[src/hdl/art_map.svh]
// Register offsets, field positions, reset values and timing counts for the
// auto-reload timer with capture. Assumes an AXI4-Lite slave with 32-bit data.
`ifndef ART_MAP_SVH
`define ART_MAP_SVH

// ****************************************************************
// Register byte offsets
// ****************************************************************
`define ART_OFF_CTRL      12'h000
`define ART_OFF_RELOAD_LO 12'h004
`define ART_OFF_RELOAD_HI 12'h008
`define ART_OFF_COUNT_LO  12'h00c
`define ART_OFF_COUNT_HI  12'h010
`define ART_OFF_CLKSEL    12'h014
`define ART_OFF_IRQ_EN    12'h018
`define ART_OFF_STATUS    12'h01c
`define ART_OFF_MASK      12'h020

// ****************************************************************
// Control register fields
// ****************************************************************
`define ART_CTRL_HIGH_FLAG 7
`define ART_CTRL_LOW_FLAG  6
`define ART_CTRL_LOW_IEN   5
`define ART_CTRL_CAPT_EN   4
`define ART_CTRL_SPLIT     3
`define ART_CTRL_RUN       2
`define ART_CTRL_SRC_HI    1
`define ART_CTRL_RESET     8'h00

// Clock select register: bit 0 low half, bit 1 high half
`define ART_CLKSEL_LOW  0
`define ART_CLKSEL_HIGH 1

// Status / mask: bit 0 high overflow, 1 low overflow, 2 capture
`define ART_EVT_HIGH 0
`define ART_EVT_LOW  1
`define ART_EVT_CAPT 2

// ****************************************************************
// Timing counts
// ****************************************************************
`define ART_SYS_DIV   4'd12
`define ART_EXT_DIV   3'd7
`define ART_BYTE_ZERO 8'h00
`define ART_BYTE_ONES 8'hff

`endif

[src/hdl/art_pkg.sv]
// Types shared by the auto-reload timer with capture.
// Assumes the register map header is compiled alongside.
package art_pkg;

  typedef enum logic [1:0] {
    ART_SRC_DIV12 = 2'b00,
    ART_SRC_RTC   = 2'b01,
    ART_SRC_RSVD  = 2'b10,
    ART_SRC_EXT8  = 2'b11
  } art_src_type;

  typedef enum logic [2:0] {
    ART_RD_IDLE = 3'b001,
    ART_RD_DATA = 3'b010,
    ART_RD_WAIT = 3'b100
  } art_rd_type;

endpackage

[src/hdl/art_timer.sv]
// Auto-reload timer with capture: 16-bit or split 8-bit counting, capture of
// the count on slow oscillator edges, AXI4-Lite register access.
// Assumes one 25 MHz system clock; rtc_osc and ext_osc are asynchronous pins.
//
// Functional notes
// - Count is two separately accessible bytes.
// - Split bit clear gives 16-bit auto-reload.
// - 16-bit wrap loads reload, sets high flag.
// - Timer irq enable requests irq on overflow.
// - Low irq enable adds low-byte wrap interrupts.
// - Split mode: two 8-bit auto-reload counters.
// - Split mode: run bit gates high only.
// - Per-half system_clock select, else source field.
// - Oscillator sources synchronised before counting.
// - Split mode wraps set their own flags.
// - Split irq on high, either with low.
// - Flags cleared only by software writes.
// - Capture enable bit selects capture mode.
// - Capture on rtc edge or eight ext cycles.
// - Capture copies count, sets high flag.
// - Control register layout, all bits reset zero.
//
// Local design decisions: the register offsets and the AXI4-Lite slave port.
`timescale 1ns/1ns
`include "art_map.svh"

module art_timer (
  input  wire logic        clk,
  input  wire logic        reset,
  input  wire logic        rtc_osc,
  input  wire logic        ext_osc,
  input  wire logic [11:0] s_axi_awaddr,
  input  wire logic        s_axi_awvalid,
  output logic             s_axi_awready,
  input  wire logic [31:0] s_axi_wdata,
  input  wire logic [3:0]  s_axi_wstrb,
  input  wire logic        s_axi_wvalid,
  output logic             s_axi_wready,
  output logic [1:0]       s_axi_bresp,
  output logic             s_axi_bvalid,
  input  wire logic        s_axi_bready,
  input  wire logic [11:0] s_axi_araddr,
  input  wire logic        s_axi_arvalid,
  output logic             s_axi_arready,
  output logic [31:0]      s_axi_rdata,
  output logic [1:0]       s_axi_rresp,
  output logic             s_axi_rvalid,
  input  wire logic        s_axi_rready,
  output logic             timer_irq,
  output logic             irq
);

  // ****************************************************************
  // Registers
  // ****************************************************************
  logic [7:0]  timer_control_r;
  logic [7:0]  reload_low_byte_r;
  logic [7:0]  reload_high_byte_r;
  logic [7:0]  count_low_byte_r;
  logic [7:0]  count_high_byte_r;
  logic [1:0]  clock_control_r;
  logic        timer_irq_enable_r;
  wire  [2:0]  status_r;
  logic [2:0]  mask_r;

  logic        aw_held_r;
  logic        w_held_r;
  logic [11:0] awaddr_r;
  logic [31:0] wdata_r;
  logic [3:0]  wstrb_r;
  art_pkg::art_rd_type rd_state_r;
  logic [11:0] araddr_r;

  logic        split_mode_bit;
  logic        run_control_bit;
  logic        capture_enable_bit;
  logic        low_byte_irq_enable;
  art_pkg::art_src_type alt_source_field;

  assign split_mode_bit      = timer_control_r[`ART_CTRL_SPLIT];
  assign run_control_bit     = timer_control_r[`ART_CTRL_RUN];
  assign capture_enable_bit  = timer_control_r[`ART_CTRL_CAPT_EN];
  assign low_byte_irq_enable = timer_control_r[`ART_CTRL_LOW_IEN];
  assign alt_source_field    = art_pkg::art_src_type'(timer_control_r[1:0]);

  // ****************************************************************
  // Source synchronisers and dividers
  // ****************************************************************
  logic [2:0] rtc_sync_r;
  logic [2:0] ext_sync_r;
  logic [3:0] div12_r;
  logic [2:0] ext_div_r;
  logic       rtc_tick;
  logic       ext_edge;
  logic       ext8_tick;
  logic       div12_tick;

  // Two flops per pin, a third stage only for edge detection
  always_ff @(posedge clk or posedge reset) begin
    if (reset) begin
      rtc_sync_r <= 3'h0;
      ext_sync_r <= 3'h0;
    end else begin
      rtc_sync_r <= {rtc_sync_r[1:0], rtc_osc};
      ext_sync_r <= {ext_sync_r[1:0], ext_osc};
    end
  end

  assign rtc_tick = rtc_sync_r[1] & ~rtc_sync_r[2];
  assign ext_edge = ext_sync_r[1] & ~ext_sync_r[2];

  always_ff @(posedge clk or posedge reset) begin
    if (reset) begin
      div12_r   <= 4'h0;
      ext_div_r <= 3'h0;
    end else begin
      div12_r <= (div12_r == `ART_SYS_DIV - 4'd1) ? 4'h0 : div12_r + 4'd1;
      if (ext_edge) begin
        ext_div_r <= ext_div_r + 3'd1;
      end
    end
  end

  assign div12_tick = (div12_r == `ART_SYS_DIV - 4'd1);
  assign ext8_tick  = ext_edge & (ext_div_r == `ART_EXT_DIV);

  // Reserved source code never advances the counter
  logic alt_tick;
  always_comb begin
    unique case (alt_source_field)
      art_pkg::ART_SRC_DIV12: alt_tick = div12_tick;
      art_pkg::ART_SRC_RTC:   alt_tick = rtc_tick;
      art_pkg::ART_SRC_RSVD:  alt_tick = 1'b0;
      art_pkg::ART_SRC_EXT8:  alt_tick = ext8_tick;
    endcase
  end

  logic low_tick;
  logic high_tick;
  assign low_tick  = clock_control_r[`ART_CLKSEL_LOW]  ? 1'b1 : alt_tick;
  assign high_tick = clock_control_r[`ART_CLKSEL_HIGH] ? 1'b1 : alt_tick;

  // ****************************************************************
  // Counting, overflow and capture
  // ****************************************************************
  logic capt_event;
  logic low_en;
  logic high_en;
  logic low_wrap;
  logic high_wrap;

  assign capt_event = capture_enable_bit &
                      (timer_control_r[`ART_CTRL_SRC_HI] ? ext8_tick : rtc_tick);
  // In 16-bit mode the low half's select clocks the whole count
  assign low_en   = split_mode_bit ? low_tick : (run_control_bit & low_tick);
  assign high_en  = split_mode_bit ? (run_control_bit & high_tick)
                                   : (low_en & (count_low_byte_r == `ART_BYTE_ONES));
  assign low_wrap  = low_en & (count_low_byte_r == `ART_BYTE_ONES);
  assign high_wrap = high_en & (count_high_byte_r == `ART_BYTE_ONES);

  // Bus write decode
  logic        wr_fire;
  logic [11:0] wr_addr;
  logic [31:0] wr_data;
  logic [3:0]  wr_strb;
  logic        wr_lane0;
  assign wr_addr  = aw_held_r ? awaddr_r : s_axi_awaddr;
  assign wr_data  = w_held_r ? wdata_r : s_axi_wdata;
  assign wr_strb  = w_held_r ? wstrb_r : s_axi_wstrb;
  assign wr_fire  = (aw_held_r | s_axi_awvalid) & (w_held_r | s_axi_wvalid) & ~s_axi_bvalid;
  assign wr_lane0 = wr_fire & wr_strb[0];

  always_ff @(posedge clk or posedge reset) begin
    if (reset) begin
      count_low_byte_r <= `ART_BYTE_ZERO;
    end else if (wr_lane0 && wr_addr == `ART_OFF_COUNT_LO) begin
      count_low_byte_r <= wr_data[7:0];
    end else if (low_wrap && (split_mode_bit || high_wrap)) begin
      count_low_byte_r <= reload_low_byte_r;
    end else if (low_en) begin
      count_low_byte_r <= count_low_byte_r + 8'h01;
    end
  end

  always_ff @(posedge clk or posedge reset) begin
    if (reset) begin
      count_high_byte_r <= `ART_BYTE_ZERO;
    end else if (wr_lane0 && wr_addr == `ART_OFF_COUNT_HI) begin
      count_high_byte_r <= wr_data[7:0];
    end else if (high_wrap) begin
      count_high_byte_r <= reload_high_byte_r;
    end else if (high_en) begin
      count_high_byte_r <= count_high_byte_r + 8'h01;
    end
  end

  // Capture takes priority over a software write in the same cycle
  always_ff @(posedge clk or posedge reset) begin
    if (reset) begin
      reload_low_byte_r  <= `ART_BYTE_ZERO;
      reload_high_byte_r <= `ART_BYTE_ZERO;
    end else if (capt_event) begin
      reload_low_byte_r  <= count_low_byte_r;
      reload_high_byte_r <= count_high_byte_r;
    end else begin
      if (wr_lane0 && wr_addr == `ART_OFF_RELOAD_LO) begin
        reload_low_byte_r <= wr_data[7:0];
      end
      if (wr_lane0 && wr_addr == `ART_OFF_RELOAD_HI) begin
        reload_high_byte_r <= wr_data[7:0];
      end
    end
  end

  // ****************************************************************
  // Control register and flags
  // ****************************************************************
  logic set_high;
  logic set_low;
  assign set_high = high_wrap | capt_event;
  assign set_low  = low_wrap;

  // Hardware set wins over a software clear in the same cycle
  always_ff @(posedge clk or posedge reset) begin
    if (reset) begin
      timer_control_r <= `ART_CTRL_RESET;
    end else begin
      if (wr_lane0 && wr_addr == `ART_OFF_CTRL) begin
        timer_control_r <= wr_data[7:0];
      end
      if (set_high) begin
        timer_control_r[`ART_CTRL_HIGH_FLAG] <= 1'b1;
      end
      if (set_low) begin
        timer_control_r[`ART_CTRL_LOW_FLAG] <= 1'b1;
      end
    end
  end

  always_ff @(posedge clk or posedge reset) begin
    if (reset) begin
      clock_control_r    <= 2'h0;
      timer_irq_enable_r <= 1'b0;
      mask_r             <= 3'h0;
    end else if (wr_lane0) begin
      if (wr_addr == `ART_OFF_CLKSEL) begin
        clock_control_r <= wr_data[1:0];
      end
      if (wr_addr == `ART_OFF_IRQ_EN) begin
        timer_irq_enable_r <= wr_data[0];
      end
      if (wr_addr == `ART_OFF_MASK) begin
        mask_r <= wr_data[2:0];
      end
    end
  end

  // Level request that follows the flags until software clears them
  assign timer_irq = timer_irq_enable_r &
                     (timer_control_r[`ART_CTRL_HIGH_FLAG] |
                      (low_byte_irq_enable & timer_control_r[`ART_CTRL_LOW_FLAG]));

  // Sticky event status, write one to clear, set wins
  logic [2:0] evt_set;
  logic [2:0] evt_clr;
  assign evt_set = {capt_event, set_low, high_wrap};
  assign evt_clr = (wr_lane0 && wr_addr == `ART_OFF_STATUS) ? wr_data[2:0] : 3'h0;

  genvar gi;
  generate
    for (gi = 0; gi < 3; gi = gi + 1) begin : g_evt
      // One flop per status bit, so no vector has several drivers
      logic evt_r;
      always_ff @(posedge clk or posedge reset) begin
        if (reset) begin
          evt_r <= 1'b0;
        end else if (evt_set[gi]) begin
          evt_r <= 1'b1;
        end else if (evt_clr[gi]) begin
          evt_r <= 1'b0;
        end
      end
      assign status_r[gi] = evt_r;
    end
  endgenerate

  assign irq = |(status_r & mask_r);

  // ****************************************************************
  // AXI4-Lite write channel
  // ****************************************************************
  logic wr_mapped;
  always_comb begin
    unique case (wr_addr)
      `ART_OFF_CTRL, `ART_OFF_RELOAD_LO, `ART_OFF_RELOAD_HI, `ART_OFF_COUNT_LO,
      `ART_OFF_COUNT_HI, `ART_OFF_CLKSEL, `ART_OFF_IRQ_EN, `ART_OFF_STATUS,
      `ART_OFF_MASK: wr_mapped = 1'b1;
      default:       wr_mapped = 1'b0;
    endcase
  end

  assign s_axi_awready = ~aw_held_r & ~s_axi_bvalid;
  assign s_axi_wready  = ~w_held_r & ~s_axi_bvalid;

  always_ff @(posedge clk or posedge reset) begin
    if (reset) begin
      aw_held_r    <= 1'b0;
      w_held_r     <= 1'b0;
      awaddr_r     <= 12'h000;
      wdata_r      <= 32'h0000_0000;
      wstrb_r      <= 4'h0;
      s_axi_bvalid <= 1'b0;
      s_axi_bresp  <= 2'b00;
    end else if (wr_fire) begin
      aw_held_r    <= 1'b0;
      w_held_r     <= 1'b0;
      s_axi_bvalid <= 1'b1;
      s_axi_bresp  <= wr_mapped ? 2'b00 : 2'b10;
    end else begin
      if (s_axi_awvalid && s_axi_awready) begin
        aw_held_r <= 1'b1;
        awaddr_r  <= s_axi_awaddr;
      end
      if (s_axi_wvalid && s_axi_wready) begin
        w_held_r <= 1'b1;
        wdata_r  <= s_axi_wdata;
        wstrb_r  <= s_axi_wstrb;
      end
      if (s_axi_bvalid && s_axi_bready) begin
        s_axi_bvalid <= 1'b0;
      end
    end
  end

  // ****************************************************************
  // AXI4-Lite read channel
  // ****************************************************************
  logic [31:0] rd_word;
  logic        rd_mapped;
  always_comb begin
    rd_word   = 32'h0000_0000;
    rd_mapped = 1'b1;
    unique case (araddr_r)
      `ART_OFF_CTRL:      rd_word[7:0] = timer_control_r;
      `ART_OFF_RELOAD_LO: rd_word[7:0] = reload_low_byte_r;
      `ART_OFF_RELOAD_HI: rd_word[7:0] = reload_high_byte_r;
      `ART_OFF_COUNT_LO:  rd_word[7:0] = count_low_byte_r;
      `ART_OFF_COUNT_HI:  rd_word[7:0] = count_high_byte_r;
      `ART_OFF_CLKSEL:    rd_word[1:0] = clock_control_r;
      `ART_OFF_IRQ_EN:    rd_word[0]   = timer_irq_enable_r;
      `ART_OFF_STATUS:    rd_word[2:0] = status_r;
      `ART_OFF_MASK:      rd_word[2:0] = mask_r;
      default:            rd_mapped    = 1'b0;
    endcase
  end

  assign s_axi_arready = (rd_state_r == art_pkg::ART_RD_IDLE);

  always_ff @(posedge clk or posedge reset) begin
    if (reset) begin
      rd_state_r   <= art_pkg::ART_RD_IDLE;
      araddr_r     <= 12'h000;
      s_axi_rvalid <= 1'b0;
      s_axi_rdata  <= 32'h0000_0000;
      s_axi_rresp  <= 2'b00;
    end else begin
      unique case (rd_state_r)
        art_pkg::ART_RD_IDLE: begin
          if (s_axi_arvalid) begin
            araddr_r   <= s_axi_araddr;
            rd_state_r <= art_pkg::ART_RD_DATA;
          end
        end
        art_pkg::ART_RD_DATA: begin
          s_axi_rdata  <= rd_word;
          s_axi_rresp  <= rd_mapped ? 2'b00 : 2'b10;
          s_axi_rvalid <= 1'b1;
          rd_state_r   <= art_pkg::ART_RD_WAIT;
        end
        art_pkg::ART_RD_WAIT: begin
          if (s_axi_rready) begin
            s_axi_rvalid <= 1'b0;
            rd_state_r   <= art_pkg::ART_RD_IDLE;
          end
        end
        default: rd_state_r <= art_pkg::ART_RD_IDLE;
      endcase
    end
  end

endmodule

[config.mk]
export PLATFORM = sky130hd
export DESIGN_NAME = art_timer
export DESIGN_NICKNAME = d
export VERILOG_FILES = /design/src/hdl/art_pkg.sv /design/src/hdl/art_timer.sv
export VERILOG_INCLUDE_DIRS = /design/src /design/src/hdl
export SDC_FILE = /design/constraint.sdc
export NUM_CORES = 1
export LEC_CHECK = 0
export BUFFER_PORTS_ARGS = -buffer_cell sky130_fd_sc_hd__buf_4
export CELL_PAD_IN_SITES_DETAIL_PLACEMENT = 1
export CELL_PAD_IN_SITES_GLOBAL_PLACEMENT = 2
export CORE_MARGIN = 2
export CORE_UTILIZATION = 26
export CTS_CLUSTER_DIAMETER = 200
export DETAILED_ROUTE_END_ITERATION = 10
export GPL_TIMING_DRIVEN = 0
export HOLD_SLACK_MARGIN = 0.12
export PLACE_DENSITY = 0.62
export SYNTH_ARGS = -nofsm -noshare
export SYNTH_HDL_FRONTEND = slang
export SYNTH_SLANG_ARGS = --single-unit
[constraint.sdc]
create_clock -name clk -period 4.5 [get_ports clk]
set_input_delay 0.45 -clock clk [delete_from_list [all_inputs] [get_ports clk]]
set_output_delay 0.45 -clock clk [all_outputs]
set_load 0.05 [all_outputs]
==> metrics.cfg <==
[grt]
groute.layer.met1.usage=0.198
grtUsageTotal=0.150
grt_pass1_vias=4967
grt.overflow.total=0
grt_first_pass_wirelength_um=28400
grt_max_degree=77
globalRouteMet2Util=0.259
grt_antenna_before_repair=0
grt-busiest-layer=met2
gr-usage-met3=0.0256

[critical_path]
count_of_buffer_and_inverter_cells_on_the_critical_path=1
criticalPathCategory=reg2reg
start_kind=flip-flop
critPathCaptureType=flip-flop
r2r_setup_slack_ns=1.74
worstPathRequired_ns=4.73
timing.critical_path.slowest_cell_delay_ns=0.83
cp.arrival_ns=2.99
timing.critical_path.slowest_stage_cell=a311oi_1
timing.critical_path.cells=ha_1 -> a41oi_1 -> a311oi_1 -> buf_2 -> o311a_1 -> o31ai_1
timing.critical_path.max_delay_family=compound AO/OA/AOI/OAI gates
top_fanout_value_on_the_critical_path=10

[cts]
cts.htree.levels=3
cts_hold_repair.buffers=1
clock_tree.buffer_depth=2
cts_inserted_buffers=9
worst_path_clk_slew_ns=0.08
latest_clock_arrival_within_the_worst_skew_pair_ns=0.36
post_cts_buffers=0
clock_tree_from_tritoncts=done
clock-sinks=112
cts-root-buf=clkbuf_16
postCtsResizedCells=0

[drt]
wl_per_cell_um=18.0
wl_um=18000
postRouteAntennaNets=0
count_of_vias_placed_by_the_detailed_router=4762
drtPass1Iterations=4
number_of_remaining_drc_errors=0
detail_route.iter0.violations=214
post_detailed_route_via_to_cell_ratio=4.76

[placement]
placed_cells_incl_taps=985
globalplace.congestion=0.808
place.port_buffers=58
place.detailed.hpwl_um=13600
placed_cell_area_um2=7040

[power]
power.total_mw=3.54
cellLeakagePower_nw=3.11
power.density_nw_per_um2=483
power.ir.vdd_worst_v=0.000323

[sta]
fin_skew_ns=0.0114
fin_worst_hold_slack_ns=0.194
rsz0062_at_grt=false
post-route-period-util=0.614
setup_viol=0
max_slew_margin=0.354
post-route-min-period_ns=2.76
timing_worst_slew_pin_value_ns=0.963
slew_violations=0
max_freq_ghz=0.362
report.final.hold_viol_count=0

[synth]
netlist_area_um2=6090
postSynthRegisterBits=112
ys_warn_count=0
share_of_cell_area_taken_by_muxes_after_synthesis=0.186
synth_simple_gate_area_share=0.145
seq_area_frac_synth=0.461
synth_edf_count=0
dominantRegCellSynth=dfrtp_1
postSynth.asyncResetShare=1.00
complex_gate_fraction_of_the_synthesized_area=0.131
postSynthCellCount=588
post_synthesis_cell_type_count=69
synth_adder_area_share=0.0103
syn-mean-instance-area_um2=10.4
synth_xor_area_frac=0.00432
synth_top_family_by_area=multiplexers

[cells_and_area]
fill_cells=2630
antennaDiodeCount=0
post-route-cell-area_um2=7330
layout.cells.non_filler=1001
flow.area_growth_from_synthesis_pct=20.4
fin_nets=758
drive_gt1_frac=0.259
final_core_utilization=0.322

[run]
max_cap_viol_count=0

[outcome]
status=complete, no violations

[min_path]
worstHoldPathType=in2reg

[die]
start_util=0.267
die_area_um2=24700
rows=55
placeableCoreArea_um2=22800
die_w_um=157
die_height_um=157
ios=112

-- metrics by stage --
stage                     setup TNS, ns  worst slack [ns]
final                                 0              1.74
after global routing                  0              1.51
after CTS                             0              1.74
after detailed placement              0              1.75
after global placement           -54.73            -0.505
after floorplan                       0              1.09
-- layer usage --
layer	wire (um)	part of all wire	up-vias
met5	0	0	-
met3	580	0.032	15
met4	160	0.0089	0
met2	8920	0.50	91
met1	8360	0.46	2395
li1	-	-	2261
-- logic make-up after synthesis --
family                   count (synthesis)
AND/OR/NAND/NOR                        175
AO/OA/AOI/OAI                          122
flip-flops                             112
multiplexers                           102
buffers and inverters                   68
adder cells (fa/ha/maj)                  5
XOR/XNOR                                 3
other                                    1
-- placed cells by master (no fill, tap or decap), types with 3 or more instances in the layout --
| cell | n |
|---|---|
| dfrtp_1 | 111 |
| buf_4 | 85 |
| nand2_1 | 60 |
| mux2_2 | 53 |
| nor2_1 | 44 |
| mux2i_1 | 43 |
| o21ai_0 | 33 |
| conb_1 | 26 |
| a21oi_1 | 20 |
| clkbuf_1 | 18 |
| inv_1 | 13 |
| nand3_1 | 11 |
| a211oi_1 | 10 |
| o21ai_1 | 10 |
| clkbuf_16 | 9 |
| nor3_1 | 7 |
| nand4_1 | 7 |
| a21o_1 | 7 |
| a31oi_1 | 7 |
| nor2b_1 | 6 |
| and3_1 | 5 |
| ha_1 | 5 |
| buf_2 | 4 |
| nand2b_1 | 4 |
| buf_1 | 4 |
| a22oi_1 | 4 |
| a32o_1 | 4 |
| mux2_4 | 4 |
| nor4_1 | 4 |
| and2_1 | 4 |
| inv_6 | 4 |
| nor3b_1 | 3 |
| o31ai_1 | 3 |
-- where the power goes --
group / total (mW) / internal [mW] / leakage, nW / switching [mW]
Combinational: 1.30 / 0.528 / 1.66 / 0.768
Sequential: 1.46 / 1.26 / 1.32 / 0.199
Clock: 0.787 / 0.396 / 0.137 / 0.391
-- path summary, 6_finish.rpt --
kind                                startpoint                   end  cells after the start
max                        count_low_byte_r[0]  count_high_byte_r[7]                      6
max in group asynchronous                reset         rd_state_r[0]                      4
max reg2reg                count_low_byte_r[0]  count_high_byte_r[7]                      6
min                                    ext_osc         ext_sync_r[0]                      1
min reg2reg                      ext_sync_r[0]         ext_sync_r[1]                      0
min in group asynchronous                reset           awaddr_r[0]                      3
-- state kept, by name, indices dropped and copies added, names as in the netlist, 2 cells and up --
register / cells
count_high_byte_r: 8
count_low_byte_r: 8
div12_r: 4
reload_high_byte_r: 8
mask_r: 3
rd_state_r: 3
wdata_r: 8
rtc_sync_r: 3
ext_div_r: 3
s_axi_rdata: 8
timer_control_r: 8
g_evt.evt_r: 3
araddr_r: 12
clock_control_r: 2
ext_sync_r: 3
reload_low_byte_r: 8
awaddr_r: 12
-- cell type report --
class,count,area (um^2),share of cell area
multi-input combinational,433,3000,0.409
sequential,112,2800,0.383
timing repair buffer,60,473,0.0645
tap,313,392,0.0534
buffer,54,324,0.0442
clock buffer,11,243,0.0331
inverter,14,57.6,0.00785
clock inverter,4,35.0,0.00478
-- Yosys cell counts (2+ instances only) --
| cell type | n | share of area |
|---|---|---|
| a211oi_1 | 10 | 0.012 |
| and2_1 | 4 | 0.0041 |
| mux4_2 | 2 | 0.0074 |
| a21o_1 | 7 | 0.0086 |
| o221ai_1 | 2 | 0.0029 |
| and4_1 | 2 | 0.0029 |
| and4b_1 | 2 | 0.0033 |
| o32ai_1 | 2 | 0.0029 |
| nor4_1 | 4 | 0.0041 |
| nand2_1 | 60 | 0.037 |
| or3_4 | 2 | 0.0037 |
| a22oi_1 | 4 | 0.0049 |
| nand4_1 | 7 | 0.0072 |
| o22ai_1 | 2 | 0.0021 |
| mux2_2 | 53 | 0.098 |
| nand3b_1 | 2 | 0.0025 |
| a22o_1 | 2 | 0.0029 |
| nand2b_1 | 4 | 0.0041 |
| nor2_1 | 44 | 0.027 |
| nor2b_1 | 6 | 0.0062 |
| o31ai_1 | 3 | 0.0037 |
| mux2i_1 | 43 | 0.071 |
| nor4b_1 | 2 | 0.0029 |
| o21ai_1 | 10 | 0.0082 |
| dfrtp_1 | 111 | 0.46 |
| a32o_1 | 4 | 0.0066 |
| o21ai_0 | 33 | 0.027 |
| ha_1 | 5 | 0.010 |
| buf_1 | 4 | 0.0025 |
| inv_1 | 14 | 0.0086 |
| buf_6 | 2 | 0.0037 |
| a21boi_0 | 2 | 0.0025 |
| clkbuf_1 | 17 | 0.010 |
| buf_4 | 27 | 0.033 |
| xnor2_1 | 2 | 0.0029 |
| a32oi_1 | 2 | 0.0029 |
| mux2_4 | 4 | 0.0099 |
| nor3b_1 | 3 | 0.0037 |
| nor3_1 | 7 | 0.0058 |
| buf_2 | 4 | 0.0033 |
| a21oi_1 | 20 | 0.016 |
| nand3_1 | 11 | 0.0090 |
| and3_1 | 5 | 0.0051 |
| a31oi_1 | 7 | 0.0072 |
(Power assumes the default switching activity.)
